<file path="src/mise_params.svh">
// Constants for the instruction subset execution block
// Contract
// - Jump loads pc 8..0 from literal, 10..9 from status 6..5; two cycles.
// - Increment adds one to file, destination by d bit, updates zero flag only.
// - Increment-skip-zero increments without flags; zero result flushes next word, two cycles.
// - Move accumulator to addressed file register, one cycle, no flags.
// - Configuration load copies accumulator to configuration register, one cycle, no flags.
// - Return literal loads accumulator with literal, pc from stack top; two cycles.
// - Nibble swap exchanges file nibbles to destination by d bit, no flags.
// - Direction load accepts fields 5,6,7 only, copies accumulator to that direction register.
`ifndef MISE_PARAMS_SVH
`define MISE_PARAMS_SVH
`define MISE_FLAG_C        0
`define MISE_FLAG_DC       1
`define MISE_FLAG_Z        2
`define MISE_PAGE_LO       5
`define MISE_PAGE_HI       6
`define MISE_STATUS_RST    8'h18
`define MISE_CONFIG_RST    8'hff
`define MISE_DIR_RST       8'hff
`define MISE_PC_RST        11'h7ff
`define MISE_DIR_FIRST     3'h5
`define MISE_DIR_LAST      3'h7
`define MISE_CONFIG_WORD   12'h002
`define MISE_NOP_WORD      12'h000
`endif

</file>
<file path="src/mise_pkg.sv">
// Types for the instruction subset execution block
package mise_pkg;
    typedef enum logic [2:0] {
        MISE_EXEC  = 3'b001,
        MISE_FLUSH = 3'b010,
        MISE_IDLE  = 3'b100
    } mise_state_type;
endpackage : mise_pkg
</file>
<file path="src/mise_core.sv">
// Decode and execute for a subset of the 12-bit instruction set
`timescale 1ns/1ns
`include "mise_params.svh"
module mise_core (
    input  wire logic        clock,
    input  wire logic        nrst,
    input  wire logic        ce,
    input  wire logic [11:0] instr,
    input  wire logic        instr_valid,
    input  wire logic [7:0]  file_rdata,
    input  wire logic [10:0] stack_top,
    input  wire logic [7:0]  status_in,
    output logic      [10:0] pc,
    output logic      [4:0]  file_addr,
    output logic      [7:0]  file_wdata,
    output logic             file_we,
    output logic      [7:0]  acc,
    output logic      [7:0]  status,
    output logic      [7:0]  config_reg,
    output logic      [7:0]  dir_a,
    output logic      [7:0]  dir_b,
    output logic      [7:0]  dir_c,
    output logic             stack_pop,
    output logic             flush,
    output logic             illegal
);
    ////////////////////////////////////////////////////////////////
    // Decode
    mise_pkg::mise_state_type state;
    logic       jump_op;
    logic       increment_op;
    logic       increment_skip_zero_op;
    logic       move_acc_to_file_op;
    logic       no_operation_op;
    logic       config_op;
    logic       return_literal_op;
    logic       subtract_op;
    logic       nibble_swap_op;
    logic       direction_load_op;
    logic       dir_ok;
    logic       dest_file;
    logic [7:0] inc_val;
    logic [8:0] sub_val;
    logic [4:0] sub_lo;
    logic [7:0] swap_val;
    logic       run;

    function automatic logic [7:0] mise_plus_one(input logic [7:0] v);
        mise_plus_one = v + 8'h01;
    endfunction : mise_plus_one

    assign run                    = ce && instr_valid && (state == mise_pkg::MISE_EXEC);
    assign jump_op                = instr[11:9] == 3'h5;
    assign return_literal_op      = instr[11:8] == 4'h8;
    assign increment_op           = instr[11:6] == 6'h0a;
    assign increment_skip_zero_op = instr[11:6] == 6'h0f;
    assign nibble_swap_op         = instr[11:6] == 6'h0e;
    assign subtract_op            = instr[11:6] == 6'h02;
    assign move_acc_to_file_op    = instr[11:5] == 7'h01;
    assign config_op              = instr == `MISE_CONFIG_WORD;
    assign no_operation_op        = instr == `MISE_NOP_WORD;
    assign direction_load_op      = instr[11:3] == 9'h000 && instr[2:0] != 3'h0 && instr[2:0] != 3'h2;
    assign dir_ok                 = instr[2:0] >= `MISE_DIR_FIRST && instr[2:0] <= `MISE_DIR_LAST;
    assign dest_file              = instr[5];
    assign inc_val                = mise_plus_one(file_rdata);
    assign sub_val                = {1'b0, file_rdata} + {1'b0, ~acc} + 9'h001;
    assign sub_lo                 = {1'b0, file_rdata[3:0]} + {1'b0, ~acc[3:0]} + 5'h01;
    assign swap_val               = {file_rdata[3:0], file_rdata[7:4]};

    ////////////////////////////////////////////////////////////////
    // Sequencer
    always_ff @(posedge clock) begin
        if (!nrst) begin
            state <= mise_pkg::MISE_EXEC;
            flush <= 1'b0;
        end else if (ce) begin
            case (state)
                mise_pkg::MISE_EXEC: begin
                    flush <= 1'b0;
                    if (run && (jump_op || return_literal_op)) begin
                        state <= mise_pkg::MISE_FLUSH;
                        flush <= 1'b1;
                    end else if (run && increment_skip_zero_op && inc_val == 8'h00) begin
                        state <= mise_pkg::MISE_FLUSH;
                        flush <= 1'b1;
                    end
                end
                mise_pkg::MISE_FLUSH: begin
                    state <= mise_pkg::MISE_EXEC;
                    flush <= 1'b0;
                end
                default: begin
                    state <= mise_pkg::MISE_EXEC;
                    flush <= 1'b0;
                end
            endcase
        end
    end

    ////////////////////////////////////////////////////////////////
    // Program counter
    always_ff @(posedge clock) begin
        if (!nrst) begin
            pc        <= `MISE_PC_RST;
            stack_pop <= 1'b0;
        end else if (ce) begin
            stack_pop <= 1'b0;
            if (run && jump_op) begin
                pc <= {status_in[`MISE_PAGE_HI:`MISE_PAGE_LO], instr[8:0]};
            end else if (run && return_literal_op) begin
                pc        <= stack_top;
                stack_pop <= 1'b1;
            end else if (state == mise_pkg::MISE_FLUSH || run) begin
                pc <= pc + 11'h001;
            end
        end
    end

    ////////////////////////////////////////////////////////////////
    // Accumulator and file write
    always_ff @(posedge clock) begin
        if (!nrst) begin
            acc        <= 8'h00;
            file_we    <= 1'b0;
            file_addr  <= 5'h00;
            file_wdata <= 8'h00;
        end else if (ce) begin
            file_we   <= 1'b0;
            file_addr <= instr[4:0];
            if (run && (increment_op || increment_skip_zero_op)) begin
                if (dest_file) begin
                    file_we    <= 1'b1;
                    file_wdata <= inc_val;
                end else begin
                    acc <= inc_val;
                end
            end else if (run && nibble_swap_op) begin
                if (dest_file) begin
                    file_we    <= 1'b1;
                    file_wdata <= swap_val;
                end else begin
                    acc <= swap_val;
                end
            end else if (run && subtract_op) begin
                if (dest_file) begin
                    file_we    <= 1'b1;
                    file_wdata <= sub_val[7:0];
                end else begin
                    acc <= sub_val[7:0];
                end
            end else if (run && move_acc_to_file_op) begin
                file_we    <= 1'b1;
                file_wdata <= acc;
            end else if (run && return_literal_op) begin
                acc <= instr[7:0];
            end
        end
    end

    ////////////////////////////////////////////////////////////////
    // Status flags
    always_ff @(posedge clock) begin
        if (!nrst) begin
            status <= `MISE_STATUS_RST;
        end else if (ce) begin
            if (run && increment_op) begin
                status                <= status_in;
                status[`MISE_FLAG_Z]  <= inc_val == 8'h00;
            end else if (run && subtract_op) begin
                status                <= status_in;
                status[`MISE_FLAG_C]  <= sub_val[8];
                status[`MISE_FLAG_DC] <= sub_lo[4];
                status[`MISE_FLAG_Z]  <= sub_val[7:0] == 8'h00;
            end else begin
                status <= status_in;
            end
        end
    end

    ////////////////////////////////////////////////////////////////
    // Configuration and direction registers
    always_ff @(posedge clock) begin
        if (!nrst) begin
            config_reg <= `MISE_CONFIG_RST;
            dir_a      <= `MISE_DIR_RST;
            dir_b      <= `MISE_DIR_RST;
            dir_c      <= `MISE_DIR_RST;
            illegal    <= 1'b0;
        end else if (ce) begin
            illegal <= 1'b0;
            if (run && config_op) begin
                config_reg <= acc;
            end else if (run && direction_load_op) begin
                case (instr[2:0])
                    3'h5: dir_a <= acc;
                    3'h6: dir_b <= acc;
                    3'h7: dir_c <= acc;
                    default: illegal <= !dir_ok;
                endcase
            end
        end
    end
endmodule : mise_core

</file>
<file path="config.mk">
export PLATFORM = sky130hd
export DESIGN_NAME = mise_core
export DESIGN_NICKNAME = d
export VERILOG_FILES = /design/src/mise_pkg.sv /design/src/mise_core.sv
export VERILOG_INCLUDE_DIRS = /design/src
export SDC_FILE = /design/constraint.sdc
export NUM_CORES = 1
export LEC_CHECK = 0
export BUFFER_PORTS_ARGS = -buffer_cell sky130_fd_sc_hd__buf_2
export CORE_MARGIN = 4
export CORE_UTILIZATION = 53
export DETAILED_ROUTE_END_ITERATION = 8
export GPL_TIMING_DRIVEN = 0
export PLACE_DENSITY = 0.83
export SETUP_SLACK_MARGIN = 0.05
export SYNTH_ARGS = -nofsm -noshare
export SYNTH_HDL_FRONTEND = slang
export SYNTH_SLANG_ARGS = --single-unit
</file>
<file path="constraint.sdc">
create_clock -name clock -period 2.6 [get_ports clock]
set_input_delay 0.13 -clock clock [delete_from_list [all_inputs] [get_ports clock]]
set_output_delay 0.13 -clock clock [all_outputs]
set_load 0.05 [all_outputs]
</file>
==> flow_summary.json <==
{
  "status": "completed",
  "post_synth.cell_area_avg_um2": 8.82,
  "max_flop_register": "pc",
  "diodes": 0,
  "die-width_um": 97.9,
  "worstPathArrival_ps": 2760,
  "htree_levels": 3,
  "tightestPinTransition_ps": 750,
  "cp-end-kind": "flip-flop",
  "worstPathMaxFanout": 7,
  "synth.net_count": 540,
  "core.rowCount": 32,
  "period_share_pct": 95.2,
  "final_antenna_net_count": 0,
  "placeableCoreArea_um2": 7810,
  "busiest_layer_in_global_routing": "met2",
  "met2_usage_pct": 44.3,
  "final_core_area_utilization_pct": 66.9,
  "synth_warnings": 0,
  "dieArea_um2": 9580,
  "hold_path.class": "in -> reg",
  "clk_path_buf_depth": 2,
  "synth_cell_type_count": 72,
  "drt-wirelength-per-cell_um": 18.0,
  "setup_violations": 0,
  "grt_max_degree": 15,
  "synth-seq-area-share_pct": 36.5,
  "cts_sinks": 78,
  "drt_wl_total_um": 12900,
  "syn_to_final_growth_pct": 22.1,
  "fillCellCount": 675,
  "total_standard_cell_area_after_synthesis_um2": 4280,
  "dp_hpwl_um": 9660,
  "grt_use_met1_pct": 33.7,
  "clock_tree.root_cell": "sky130_fd_sc_hd__clkbuf_8",
  "postSynthCellCount": 485,
  "report.final.slew_viol_count": 0,
  "antenna_found_initial": 0,
  "dominantRegCellSynth": "sky130_fd_sc_hd__dfxtp_1",
  "placedCellCount": 700,
  "grt_setup_unrepaired": "true",
  "max-cap-violations": 0,
  "port_buffers": 113,
  "finalHoldViolCount": 0,
  "flip_flop_count_of_the_largest_register_all_copies_and_words_added": 11,
  "vias": 4301,
  "total_leakage_power_nw": 2.18,
  "drive_above_1_share_pct": 28.6,
  "global_route_usage_sum_pct": 26.4,
  "clk_pin_slew_ps": 90,
  "worst-setup-path-type": "reg -> reg",
  "gp_congestion": 0.893,
  "startpoint_type": "flip-flop",
  "synth_edf_count": 0,
  "first_global_vias": 4225,
  "grt_overflow_total": 0,
  "num-nets-final": 666,
  "worstSkewPairLatency_ps": 350,
  "boundaryPins": 119,
  "fmaxAchievable_mhz": 404,
  "tritoncts": "done",
  "instances_no_fill": 718,
  "pre_cts_slack_ps": 9.10,
  "drt_first_pass_iters": 8,
  "drt_drc_violations_left": 0,
  "synth.ff_latch_count": 78,
  "ir_worst_vdd_v": 0.000383,
  "fin_crit_ps": 2470,
  "tritoncts.num_buffers": 9,
  "dr.first_iter.drc_count": 322,
  "start_util_pct": 54.8,
  "final.setup.tns_ps": 0,
  "max_slew_margin_pct": 49.6,
  "viasPerCell": 5.99,
  "async_flop_share_pct": 0,
  "finalClockSkew_ps": 8.60,
  "cp_data_required_time_ps": 2880,
  "power_density_nw_per_um2": 523,
  "groute.layer.met3.usage_pct": 5.21,
  "grt_first_pass_wirelength_um": 20800,
  "final_critical_path_setup_slack_ps": 125,
  "die_h_um": 97.9
}
## through the flow
stage / instance area (um^2) / power [W] / hold WS (ps)
after detailed placement: 4970 / 0.00180 / 357
after CTS: 5210 / 0.00273 / 2.17
final: 5220 / 0.00273 / 14.3
after floorplan: 4280 / 0.00165 / 259
after global routing: 5220 / 0.00284 / 24.7
after global placement: 4970 / 0.00178 / 348
## layout make-up
class	instances	area, um^2	area share (%)
flip-flops and latches	78	1570	30.0
multi-input cells	362	2540	48.6
clock buffers	10	138	2.63
plain buffers	28	135	2.59
repair buffers	115	583	11.2
clock inverters	6	70.1	1.34
inverters	17	63.8	1.22
well taps	102	128	2.44
## per-layer routing
layer / wire, um / share of wire [%]
met1: 5300 / 41
met2: 6280 / 49
met3: 1050 / 8.1
met4: 285 / 2.2
met5: 0 / 0
## power breakdown
group | switching (W) | internal, W
sequential | 0.0000323 | 0.00122
clock | 0.000469 | 0.000477
combinational | 0.000351 | 0.000178
total | 0.000852 | 0.00188
## path summary, 6_finish.rpt
check / start / end / slack (ps) / cells past startpoint
worst min register to register: dir_a[5] / dir_a[5] / 470 / 2
worst max register to register: acc[3] / file_wdata[7] / 130 / 9
worst min-delay path: status_in[7] / status[7] / 10 / 3
worst max-delay path: acc[3] / file_wdata[7] / 130 / 9
## critical path, cell delays in order, from the launching register on
cell and delay, ps:
sky130_fd_sc_hd__dfxtp_1 550, sky130_fd_sc_hd__inv_1 140, sky130_fd_sc_hd__ha_1 360, sky130_fd_sc_hd__nand2_1 70, sky130_fd_sc_hd__a211oi_1 340, sky130_fd_sc_hd__o22a_1 190, sky130_fd_sc_hd__xor2_1 280, sky130_fd_sc_hd__a222oi_1 140
sky130_fd_sc_hd__buf_4 180, sky130_fd_sc_hd__a31oi_1 140
## cell usage after synthesis (3+ instances only)
library cell | number | share of area (%)
sky130_fd_sc_hd__o211ai_1 | 6 | 1.1
sky130_fd_sc_hd__xor2_1 | 15 | 3.1
sky130_fd_sc_hd__and3_1 | 5 | 0.73
sky130_fd_sc_hd__a211oi_1 | 11 | 1.9
sky130_fd_sc_hd__buf_2 | 6 | 0.70
sky130_fd_sc_hd__nor2b_1 | 8 | 1.2
sky130_fd_sc_hd__o21a_1 | 4 | 0.70
sky130_fd_sc_hd__nor3_1 | 6 | 0.70
sky130_fd_sc_hd__mux2i_1 | 36 | 8.4
sky130_fd_sc_hd__o21ai_1 | 5 | 0.58
sky130_fd_sc_hd__dfxtp_1 | 78 | 36
sky130_fd_sc_hd__a31oi_1 | 13 | 1.9
sky130_fd_sc_hd__and2_1 | 4 | 0.58
sky130_fd_sc_hd__clkbuf_1 | 16 | 1.4
sky130_fd_sc_hd__nand4_1 | 3 | 0.44
sky130_fd_sc_hd__xnor2_1 | 9 | 1.8
sky130_fd_sc_hd__a221oi_1 | 3 | 0.61
sky130_fd_sc_hd__nand3_1 | 15 | 1.8
sky130_fd_sc_hd__nand2_2 | 3 | 0.44
sky130_fd_sc_hd__nand2b_1 | 4 | 0.58
sky130_fd_sc_hd__nor2_1 | 40 | 3.5
sky130_fd_sc_hd__a22oi_1 | 6 | 1.1
sky130_fd_sc_hd__a21oi_1 | 18 | 2.1
sky130_fd_sc_hd__inv_1 | 15 | 1.3
sky130_fd_sc_hd__nand2_1 | 61 | 5.4
sky130_fd_sc_hd__o211ai_2 | 7 | 2.0
sky130_fd_sc_hd__ha_1 | 11 | 3.2
sky130_fd_sc_hd__o21ai_0 | 21 | 2.5
## layout by cell type (no fill, tap or decap), types with 6 or more instances in the layout
master / instances
sky130_fd_sc_hd__buf_2: 119
sky130_fd_sc_hd__dfxtp_1: 75
sky130_fd_sc_hd__nand2_1: 61
sky130_fd_sc_hd__nor2_1: 40
sky130_fd_sc_hd__mux2i_1: 36
sky130_fd_sc_hd__o21ai_0: 21
sky130_fd_sc_hd__a21oi_1: 18
sky130_fd_sc_hd__clkbuf_1: 16
sky130_fd_sc_hd__inv_1: 15
sky130_fd_sc_hd__nand3_1: 15
sky130_fd_sc_hd__xor2_1: 15
sky130_fd_sc_hd__a31oi_1: 13
sky130_fd_sc_hd__ha_1: 11
sky130_fd_sc_hd__a211oi_1: 10
sky130_fd_sc_hd__clkbuf_8: 10
sky130_fd_sc_hd__xnor2_1: 9
sky130_fd_sc_hd__nor2b_1: 8
sky130_fd_sc_hd__o211ai_2: 7
sky130_fd_sc_hd__a22oi_1: 6
sky130_fd_sc_hd__nor3_1: 6
sky130_fd_sc_hd__o211ai_1: 6
## cells by family (layout without fill, tap and decap cells)
| kind of cell | Yosys count | in the layout | share of synthesized area (%) |
|---|---|---|---|
| and+or+nand+nor | 174 | 174 | 22.1 |
| AOI/OAI and AO/OA | 114 | 114 | 19.2 |
| DFF | 78 | 78 | 36.5 |
| buffers and inverters | 45 | 176 | 4.65 |
| muxes | 38 | 38 | 8.95 |
| xor gates and xnor gates | 24 | 24 | 4.91 |
| adders and majority gates | 12 | 12 | 3.68 |
## timing repair
| action | in CTS | in global routing |
|---|---|---|
| gates resized for setup | 2 | 4 |
| pin swaps | 0 | 1 |
| endpoints found under the setup margin | 1 | 7 |
| hold buffers | 1 | 0 |
| setup buffers | 0 | 1 |
| hold endpoints to repair | 1 | 0 |
Power figures use the tool's default switching activity.
